[config.mk]
export PLATFORM = sky130hd
export DESIGN_NAME = dls_sequencer
export DESIGN_NICKNAME = d
export VERILOG_FILES = /design/src/core/dls_pkg.sv /design/src/core/dls_sequencer.sv
export SDC_FILE = /design/constraint.sdc
export NUM_CORES = 1
export LEC_CHECK = 0
export ABC_AREA = 1
export BUFFER_PORTS_ARGS = -buffer_cell sky130_fd_sc_hd__buf_2
export CORE_UTILIZATION = 52
export DETAILED_ROUTE_END_ITERATION = 10
export PLACE_DENSITY_LB_ADDON = 0.25
export SYNTH_ARGS = -nofsm -noshare
export SYNTH_HDL_FRONTEND = slang
export SYNTH_SLANG_ARGS = --single-unit
[constraint.sdc]
create_clock -name pclk -period 2.55 [get_ports pclk]
set_input_delay 0.255 -clock pclk [delete_from_list [all_inputs] [get_ports pclk]]
set_output_delay 0.255 -clock pclk [all_outputs]
set_load 0.1 [all_outputs]
[src/core/dls_pkg.sv]
// constants shared by the list element sequencer
package dls_pkg;

  // ---------------------------------------------------------------
  // register byte offsets
  // ---------------------------------------------------------------
  localparam logic [7:0] DLS_OFF_CMD    = 8'h00;
  localparam logic [7:0] DLS_OFF_TAG    = 8'h04;
  localparam logic [7:0] DLS_OFF_LSA    = 8'h08;
  localparam logic [7:0] DLS_OFF_EAH    = 8'h0C;
  localparam logic [7:0] DLS_OFF_LPTR   = 8'h10;
  localparam logic [7:0] DLS_OFF_LLEN   = 8'h14;
  localparam logic [7:0] DLS_OFF_STATUS = 8'h18;
  localparam logic [7:0] DLS_OFF_ACK    = 8'h1C;

  // ---------------------------------------------------------------
  // field positions
  // ---------------------------------------------------------------
  localparam int DLS_CMD_LIST_BIT  = 0;
  localparam int DLS_CMD_S_BIT     = 1;
  localparam int DLS_CMD_PROXY_BIT = 2;
  localparam int DLS_CMD_PUT_BIT   = 3;
  localparam int DLS_TAG_LSB       = 0;
  localparam int DLS_TAG_W         = 5;
  localparam int DLS_BWG_LSB       = 8;
  localparam int DLS_BWG_W         = 8;
  localparam int DLS_ST_BUSY       = 0;
  localparam int DLS_ST_STALLED    = 1;
  localparam int DLS_ST_DONE       = 2;
  localparam int DLS_ST_ERR_CMD    = 3;
  localparam int DLS_ST_ERR_LSZ    = 4;
  localparam int DLS_ST_ERR_LA     = 5;
  localparam int DLS_ST_STALL_TAG  = 8;
  localparam int DLS_ST_DONE_TAG   = 16;
  // element doubleword, bit 0 of the format is bit 63 here
  localparam int DLS_EL_STALL_BIT  = 63;
  localparam int DLS_EL_SIZE_MSB   = 46;
  localparam int DLS_EL_SIZE_LSB   = 32;
  localparam int DLS_EL_SIZE_W     = 15;
  localparam int DLS_EL_EAL_MSB    = 31;

  // ---------------------------------------------------------------
  // sizes and reset values
  // ---------------------------------------------------------------
  localparam logic [31:0] DLS_LIST_MAX_BYTES = 32'h0000_4000;
  localparam logic [31:0] DLS_RST_WORD       = 32'h0000_0000;
  localparam logic [3:0]  DLS_ELEM_BYTES     = 4'h8;
  localparam logic [4:0]  DLS_QW_BYTES       = 5'h10;

  typedef enum logic [2:0] {
    DLS_IDLE,
    DLS_FETCH,
    DLS_WAIT_DATA,
    DLS_ISSUE,
    DLS_WAIT_GUARD,
    DLS_STALL
  } dls_state_t;

endpackage

[src/core/dls_sequencer.sv]
// list element sequencer for the flow engine with its apb register file
`timescale 1ns/1ps
`default_nettype none

module dls_sequencer #(
  parameter int LS_AW = 18
) (
  input  wire logic                 pclk,
  input  wire logic                 presetn,
  input  wire logic                 psel,
  input  wire logic                 penable,
  input  wire logic                 pwrite,
  input  wire logic [7:0]           paddr,
  input  wire logic [31:0]          pwdata,
  output logic      [31:0]          prdata,
  output logic                      pready,
  output logic                      pslverr,
  output logic                      ls_rd_req,
  output logic      [LS_AW-1:0]     ls_rd_addr,
  input  wire logic                 ls_rd_valid,
  input  wire logic [63:0]          ls_rd_data,
  output logic                      xfer_valid,
  input  wire logic                 xfer_ready,
  input  wire logic                 xfer_guarded,
  input  wire logic                 xfer_done,
  output logic      [63:0]          xfer_ea,
  output logic      [LS_AW-1:0]     xfer_lsa,
  output logic      [14:0]          xfer_size,
  output logic                      xfer_put,
  output logic      [4:0]           xfer_tag,
  output logic      [7:0]           xfer_bwg,
  output logic                      stall_event,
  output logic      [4:0]           stall_tag,
  output logic                      list_done,
  output logic      [4:0]           list_done_tag,
  output logic                      busy
);

  // ---------------------------------------------------------------
  // state
  // ---------------------------------------------------------------
  typedef struct packed {
    dls_pkg::dls_state_t state;
    logic                pready;
    logic                pslverr;
    logic [31:0]         prdata;
    logic [4:0]          tag;
    logic [7:0]          bwg;
    logic [31:0]         local_store_pointer;
    logic [31:0]         ea_hi;
    logic [31:0]         lptr;
    logic [31:0]         llen;
    logic                put;
    logic [LS_AW-1:0]    cur_lsa;
    logic [LS_AW-1:0]    fetch_addr;
    logic [12:0]         remaining;
    logic                e_stall;
    logic                ls_req;
    logic                x_valid;
    logic [63:0]         x_ea;
    logic [LS_AW-1:0]    x_lsa;
    logic [14:0]         x_size;
    logic                stall_evt;
    logic                done_evt;
    logic [4:0]          done_tag;
    logic [4:0]          stall_tag;
    logic                st_stalled;
    logic                st_done;
    logic                err_cmd;
    logic                err_lsz;
    logic                err_la;
    logic                busy;
  } dls_regs_t;

  dls_regs_t r;
  dls_regs_t n;

  logic             acc;
  logic             idle;
  logic [31:0]      status;
  logic [LS_AW-1:0] size_ext;
  logic [LS_AW-1:0] sum_lsa;
  logic [LS_AW-1:0] next_lsa;
  logic [14:0]      el_size;
  logic [LS_AW-1:0] el_lsa;
  logic             last_elem;
  logic             bad_cmd;

  // ---------------------------------------------------------------
  // element decode and address arithmetic
  // ---------------------------------------------------------------
  assign acc  = psel & penable & ~r.pready;
  assign idle = (r.state == dls_pkg::DLS_IDLE);
  assign last_elem = (r.remaining == 13'h0001);
  assign el_size = ls_rd_data[dls_pkg::DLS_EL_SIZE_MSB:
                              dls_pkg::DLS_EL_SIZE_LSB];
  // small element takes the quadword offset of its ea
  assign el_lsa = ({1'b0, el_size} < 16'(dls_pkg::DLS_QW_BYTES)) ?
                  {r.cur_lsa[LS_AW-1:4], ls_rd_data[3:0]} :
                  r.cur_lsa;
  assign size_ext = LS_AW'(r.x_size);
  assign sum_lsa  = r.x_lsa + size_ext;
  assign next_lsa = (sum_lsa[3:0] != 4'h0) ?
                    {sum_lsa[LS_AW-1:4] + (LS_AW-4)'(1), 4'h0} :
                    sum_lsa;

  always_comb
  begin
    status = dls_pkg::DLS_RST_WORD;
    status[dls_pkg::DLS_ST_BUSY]    = ~idle;
    status[dls_pkg::DLS_ST_STALLED] = r.st_stalled;
    status[dls_pkg::DLS_ST_DONE]    = r.st_done;
    status[dls_pkg::DLS_ST_ERR_CMD] = r.err_cmd;
    status[dls_pkg::DLS_ST_ERR_LSZ] = r.err_lsz;
    status[dls_pkg::DLS_ST_ERR_LA]  = r.err_la;
    status[dls_pkg::DLS_ST_STALL_TAG +: dls_pkg::DLS_TAG_W] = r.stall_tag;
    status[dls_pkg::DLS_ST_DONE_TAG +: dls_pkg::DLS_TAG_W]  = r.done_tag;
  end

  // proxy takes no list, own queue takes no s modifier
  assign bad_cmd = pwdata[dls_pkg::DLS_CMD_PROXY_BIT] ?
                   pwdata[dls_pkg::DLS_CMD_LIST_BIT] :
                   (pwdata[dls_pkg::DLS_CMD_S_BIT] |
                    ~pwdata[dls_pkg::DLS_CMD_LIST_BIT]);

  // ---------------------------------------------------------------
  // next state
  // ---------------------------------------------------------------
  always_comb
  begin
    n = r;
    n.pready    = 1'b0;
    n.pslverr   = 1'b0;
    n.ls_req    = 1'b0;
    n.stall_evt = 1'b0;
    n.done_evt  = 1'b0;

    // apb slave, answer one cycle into the access phase
    if (acc)
    begin
      n.pready = 1'b1;
      n.prdata = dls_pkg::DLS_RST_WORD;
      if (pwrite)
      begin
        case (paddr)
          dls_pkg::DLS_OFF_CMD:
          begin
            if (!idle)
              n.pslverr = 1'b1;
            else if (bad_cmd)
              n.err_cmd = 1'b1;
            else if ((r.llen[2:0] != 3'h0) ||
                     (r.llen > dls_pkg::DLS_LIST_MAX_BYTES))
              n.err_lsz = 1'b1;
            else if (r.lptr[2:0] != 3'h0)
              n.err_la = 1'b1;
            else if (r.llen == dls_pkg::DLS_RST_WORD)
            begin
              n.done_evt = 1'b1;
              n.done_tag = r.tag;
              n.st_done  = 1'b1;
            end
            else
            begin
              n.put        = pwdata[dls_pkg::DLS_CMD_PUT_BIT];
              n.cur_lsa    = r.local_store_pointer[LS_AW-1:0];
              n.fetch_addr = r.lptr[LS_AW-1:0];
              n.remaining  = r.llen[15:3];
              n.state      = dls_pkg::DLS_FETCH;
            end
          end
          dls_pkg::DLS_OFF_TAG:
          begin
            n.tag = pwdata[dls_pkg::DLS_TAG_LSB +: dls_pkg::DLS_TAG_W];
            n.bwg = pwdata[dls_pkg::DLS_BWG_LSB +: dls_pkg::DLS_BWG_W];
          end
          dls_pkg::DLS_OFF_LSA:  n.local_store_pointer   = pwdata;
          dls_pkg::DLS_OFF_EAH:  n.ea_hi = pwdata;
          dls_pkg::DLS_OFF_LPTR: n.lptr  = pwdata;
          dls_pkg::DLS_OFF_LLEN: n.llen  = pwdata;
          dls_pkg::DLS_OFF_STATUS:
          begin
            // write one to clear, a later hardware set wins
            n.st_done = n.st_done & ~pwdata[dls_pkg::DLS_ST_DONE];
            n.err_cmd = n.err_cmd & ~pwdata[dls_pkg::DLS_ST_ERR_CMD];
            n.err_lsz = n.err_lsz & ~pwdata[dls_pkg::DLS_ST_ERR_LSZ];
            n.err_la  = n.err_la & ~pwdata[dls_pkg::DLS_ST_ERR_LA];
          end
          dls_pkg::DLS_OFF_ACK:
          begin
            if (r.state == dls_pkg::DLS_STALL)
            begin
              n.st_stalled = 1'b0;
              n.state      = dls_pkg::DLS_FETCH;
            end
          end
          default: n.pslverr = 1'b1;
        endcase
      end
      else
      begin
        case (paddr)
          dls_pkg::DLS_OFF_CMD: n.prdata[dls_pkg::DLS_CMD_PUT_BIT] = r.put;
          dls_pkg::DLS_OFF_TAG:
          begin
            n.prdata[dls_pkg::DLS_TAG_LSB +: dls_pkg::DLS_TAG_W] = r.tag;
            n.prdata[dls_pkg::DLS_BWG_LSB +: dls_pkg::DLS_BWG_W] = r.bwg;
          end
          dls_pkg::DLS_OFF_LSA:    n.prdata = r.local_store_pointer;
          dls_pkg::DLS_OFF_EAH:    n.prdata = r.ea_hi;
          dls_pkg::DLS_OFF_LPTR:   n.prdata = r.lptr;
          dls_pkg::DLS_OFF_LLEN:   n.prdata = r.llen;
          dls_pkg::DLS_OFF_STATUS: n.prdata = status;
          dls_pkg::DLS_OFF_ACK:    n.prdata = dls_pkg::DLS_RST_WORD;
          default:                 n.pslverr = 1'b1;
        endcase
      end
    end

    // element sequencer, one element at a time in list order
    case (r.state)
      dls_pkg::DLS_IDLE:
      begin
      end
      dls_pkg::DLS_FETCH:
      begin
        n.ls_req = 1'b1;
        n.state  = dls_pkg::DLS_WAIT_DATA;
      end
      dls_pkg::DLS_WAIT_DATA:
      begin
        if (ls_rd_valid)
        begin
          n.e_stall = ls_rd_data[dls_pkg::DLS_EL_STALL_BIT];
          n.x_size  = el_size;
          n.x_lsa   = el_lsa;
          n.x_ea    = {r.ea_hi,
                       ls_rd_data[dls_pkg::DLS_EL_EAL_MSB:0]};
          n.x_valid = 1'b1;
          n.fetch_addr = r.fetch_addr + LS_AW'(dls_pkg::DLS_ELEM_BYTES);
          n.state   = dls_pkg::DLS_ISSUE;
        end
      end
      dls_pkg::DLS_ISSUE:
      begin
        if (xfer_ready)
        begin
          n.x_valid   = 1'b0;
          n.cur_lsa   = next_lsa;
          n.remaining = r.remaining - 13'h0001;
          if (xfer_guarded)
            n.state = dls_pkg::DLS_WAIT_GUARD;
          else if (last_elem)
          begin
            n.state    = dls_pkg::DLS_IDLE;
            n.done_evt = 1'b1;
            n.done_tag = r.tag;
            n.st_done  = 1'b1;
          end
          else if (r.e_stall)
          begin
            n.state      = dls_pkg::DLS_STALL;
            n.stall_evt  = 1'b1;
            n.stall_tag  = r.tag;
            n.st_stalled = 1'b1;
          end
          else
            n.state = dls_pkg::DLS_FETCH;
        end
      end
      dls_pkg::DLS_WAIT_GUARD:
      begin
        if (xfer_done)
        begin
          // remaining already counted down at issue
          if (r.remaining == 13'h0000)
          begin
            n.state    = dls_pkg::DLS_IDLE;
            n.done_evt = 1'b1;
            n.done_tag = r.tag;
            n.st_done  = 1'b1;
          end
          else if (r.e_stall)
          begin
            n.state      = dls_pkg::DLS_STALL;
            n.stall_evt  = 1'b1;
            n.stall_tag  = r.tag;
            n.st_stalled = 1'b1;
          end
          else
            n.state = dls_pkg::DLS_FETCH;
        end
      end
      dls_pkg::DLS_STALL:
      begin
        // held until the acknowledgment register is written
      end
      default: n.state = dls_pkg::DLS_IDLE;
    endcase
    n.busy = (n.state != dls_pkg::DLS_IDLE);
  end

  // ---------------------------------------------------------------
  // registers
  // ---------------------------------------------------------------
  always_ff @(posedge pclk or negedge presetn)
  begin
    if (!presetn)
    begin
      r <= '0;
    end
    else
    begin
      r <= n;
    end
  end

  // ---------------------------------------------------------------
  // outputs
  // ---------------------------------------------------------------
  assign prdata        = r.prdata;
  assign pready        = r.pready;
  assign pslverr       = r.pslverr;
  assign ls_rd_req     = r.ls_req;
  assign ls_rd_addr    = r.fetch_addr;
  assign xfer_valid    = r.x_valid;
  assign xfer_ea       = r.x_ea;
  assign xfer_lsa      = r.x_lsa;
  assign xfer_size     = r.x_size;
  assign xfer_put      = r.put;
  assign xfer_tag      = r.tag;
  assign xfer_bwg      = r.bwg;
  assign stall_event   = r.stall_evt;
  assign stall_tag     = r.stall_tag;
  assign list_done     = r.done_evt;
  assign list_done_tag = r.done_tag;
  assign busy          = r.busy;

endmodule

`default_nettype wire

==> results by group <==
Status
  • Status: complete, no violations

Logic synthesis
  • Largest area contributor in the netlist: dfrtp_1
  • Mapped Nets: 2314
  • Cells after Synth: 2181
  • Post-synth EDFFs: 0
  • Synthesized area: 0.01753 mm²
  • Avg Synthesized Cell Area: 8.036 µm²
  • YS warnings: 0
  • Synthesized flop and latch total: 346
  • Synth top area share: about half
  • Area contributors post-synth: dfrtp_1 49%, nand2_1 14%, o21ai_0 8.3%, buf_4 7.5%, inv_1 4.3%
  • Seq/Total Area, Yosys: 49.40%
  • Yosys cell types: 52
  • Async set-reset flop share out of synthesis: 100.0%
  • Top FF cell, synth: dfrtp_1

Routing
  • WL/cell: 18.11 µm
  • DRT iter0 DRCs: 1266
  • Drt total wl: 51.45 mm
  • Detailed Routing Iterations Pass 1: 5
  • DR vias: 15270
  • Post-DRT Antenna Nets: 0
  • DRC Markers: 0
  • Via density: 5.376

STA
  • Worst hold margin: 0.02631 ns
  • Max Fclk: 0.3930 GHz
  • Count of final setup violators: 0
  • Max-slew violation count: 0
  • Minimum clock period: 2.545 ns
  • Unrepaired setup endpoints after global routing: yes
  • Slew @ Worst Pin: 0.8016 ns
  • Final Skew: around 0.013 ns
  • Hold Fails Final Rpt: 0
  • Max transition margin: about 47%
  • Fin crit share: 99.80%

Place
  • Placed instance count: 2712
  • Gp weighted congestion: 0.9617
  • I/O Buffers: about 270
  • DP Area: 0.01846 mm²
  • Hpwl dp: 35.87 mm

Global route
  • Largest net degree at the start of global routing: 153
  • Vias in the first global route: 14510
  • Global-route wire length before repair: 78.65 mm
  • Initial antenna violation count: 5
  • Grt ovf: 0
  • Global Route Usage Sum: 29.72%

Clocking
  • Sink Count: 346
  • CTS Buf Count: 38
  • Clock Path Buffers: 3
  • Clock root buffer: clkbuf_16
  • CTS clk-pin slew, worst paths: 0.06 ns
  • Clock latency at the later pin of the worst-skew pair: 0.54 ns
  • CTS HTree Levels: 2
  • CTS tree: done

Worst setup path
  • Startpoint types: flop
  • WS Path Type: reg -> reg
  • Crit. End Element: flop
  • Critical Path RT: 2.98 ns
  • Crit path from: xfer_lsa[2]
  • Critical path peak fanout: 4
  • CP arrival: 2.98 ns
  • Reg2reg start: xfer_lsa[2]

Cells and area
  • Final cell count without fillers: 2841
  • Number of nets in the layout: 2499
  • Multi-input combinational cell area: 0.006704 mm²
  • Fillers: 2870
  • Final Instance Area: roughly 0.02 mm²
  • Share of layout cells above drive strength 1: 20.25%
  • Commonest non-fill, non-tap cells in the layout: 626 x nand2_1, 344 x dfrtp_1, 287 x o21ai_0
  • Register area: 0.008661 mm²
  • Final core utilization: 62.44%
  • Layout area overhead: 17.10%
  • Commonest non-fill, non-tap cell in the layout: nand2_1

Worst hold path
  • Hold_sp: ls_rd_data[63]
  • Hold Crit Class: in -> reg

Pwr
  • LEAKAGE: 10.35 nW
  • Power Dens Cells: 1174 mW/mm²
  • VDD IR-drop max: 1.003 mV

Floorplan
  • Initial Utilization: between 50% and 60%
  • Ports: 291
  • Die area: 0.03444 mm²
  • Die Width: 185.6 µm
  • Die extent in y: 185.6 µm
  • Core area: 0.03287 mm²
  • Row count: 66

Run
  • MaxCap Viol Count: 0
-- per-layer routing --
layer / track usage, % / up-vias / share of wire, %
li1: - / 7289 / -
met1: 38.94 / 7248 / 41
met2: 49.30 / 633 / 47
met3: 6.183 / 100 / 8.8
met4: 9.475 / 2 / 3.1
met5: 0 / - / 0.019
-- worst max-delay path, cell delays in order, from the launching register on --
cell and delay [ns]:
dfrtp_2 0.45, ha_4 0.30, buf_4 0.12, nand2_1 0.08
nand2_1 0.10, inv_1 0.06, nand2_1 0.11, nand2_1 0.08
nand2_1 0.08, nand2_1 0.07, nand2_2 0.12, nand4_1 0.22
buf_4 0.22, nor2_2 0.09, nand4_1 0.09, nand2_1 0.07
nand3_1 0.07, nand2_1 0.08, inv_1 0.04
-- logic make-up (layout without fill, tap and decap cells) --
logic type / after synthesis / after routing / share of synthesized area (%)
adders and majority gates: 20 / 20 / 1.471
muxes: 1 / 1 / 0.06424
other: 0 / 4 / 0
AOI/OAI and AO/OA: 462 / 462 / 14.36
buffers and inverters: 461 / 675 / 13.76
xor gates and xnor gates: 6 / 6 / 0.2998
DFF: 346 / 346 / 49.40
and+or+nand+nor: 885 / 885 / 20.64
-- path summary, 6_finish.rpt --
kind | cells past startpoint | slack (ns) | to
worst max-delay path | 18 | 0.005 | r[166]
worst min-delay path | 3 | 0.03 | r[117]
worst max register to register | 18 | 0.005 | r[166]
worst min register to register | 2 | 0.47 | xfer_lsa[17]
max in group asynchronous | 3 | 1.50 | r[209]
min in group asynchronous | 2 | 0.28 | xfer_size[4]
-- area by class of cell --
cell class	instances	share of cell area (%)
Tap cell	442	2.695
Inverter	209	3.822
Multi-Input combinational cell	1374	32.66
Clock inverter	11	0.5182
Clock buffer	58	5.688
Sequential cell	346	42.20
Antenna cell	4	0.04877
Timing Repair Buffer	397	12.36
-- registers in the layout, summed over array words and instances (netlist names) --
| signal | count |
|---|---|
| xfer_size | 15 |
| busy | 1 |
| r | 168 |
| pready | 1 |
| xfer_tag | 5 |
| pslverr | 1 |
| stall_event | 1 |
| xfer_ea | 64 |
| list_done_tag | 5 |
| stall_tag | 5 |
| ls_rd_req | 1 |
| prdata | 32 |
| xfer_valid | 1 |
| xfer_lsa | 18 |
| list_done | 1 |
| xfer_put | 1 |
| xfer_bwg | 8 |
| ls_rd_addr | 18 |
-- synth_stat cells (all sizes together), types with 3 or more instances --
master	count
nand2	647
dfrtp	346
o21ai	324
inv	208
buf	184
nor2	117
a21oi	75
nand3	71
clkbuf	68
a221oi	23
nand4	20
ha	19
nor3	11
a211oi	7
nor4	7
nand3b	6
o22ai	6
o211ai	5
o2111ai	4
o21bai	4
o221ai	4
xor2	4
a22o	3
-- report_power, final --
group | internal, mW | total, mW | switching, mW
sequential | 6.40 | 7.18 | 0.776
clock | 3.28 | 5.55 | 2.27
combinational | 2.69 | 11.4 | 8.67
total | 12.4 | 24.1 | 11.7
-- what timing repair did --
item / CTS / global route
gates resized for setup: 6 / 50
endpoints found under the setup margin: 6 / 35
pin swaps: 4 / 19
buffers inserted: 1 / 5
hold buffers: 50 / 0
hold endpoints to repair: 111 / 0
-- through the flow --
stage	setup slack [ns]	power [mW]	TNS [ns]
CTS	0.003000	23.51	0
global route	-0.1430	25.34	-0.4856
global placement	-0.02803	17.65	-0.02803
detailed placement	-0.05482	17.80	-0.1426
finish	0.005207	24.09	0
floorplan	0.1176	16.15	0
No activity file was read; power rests on OpenSTA's default activity.
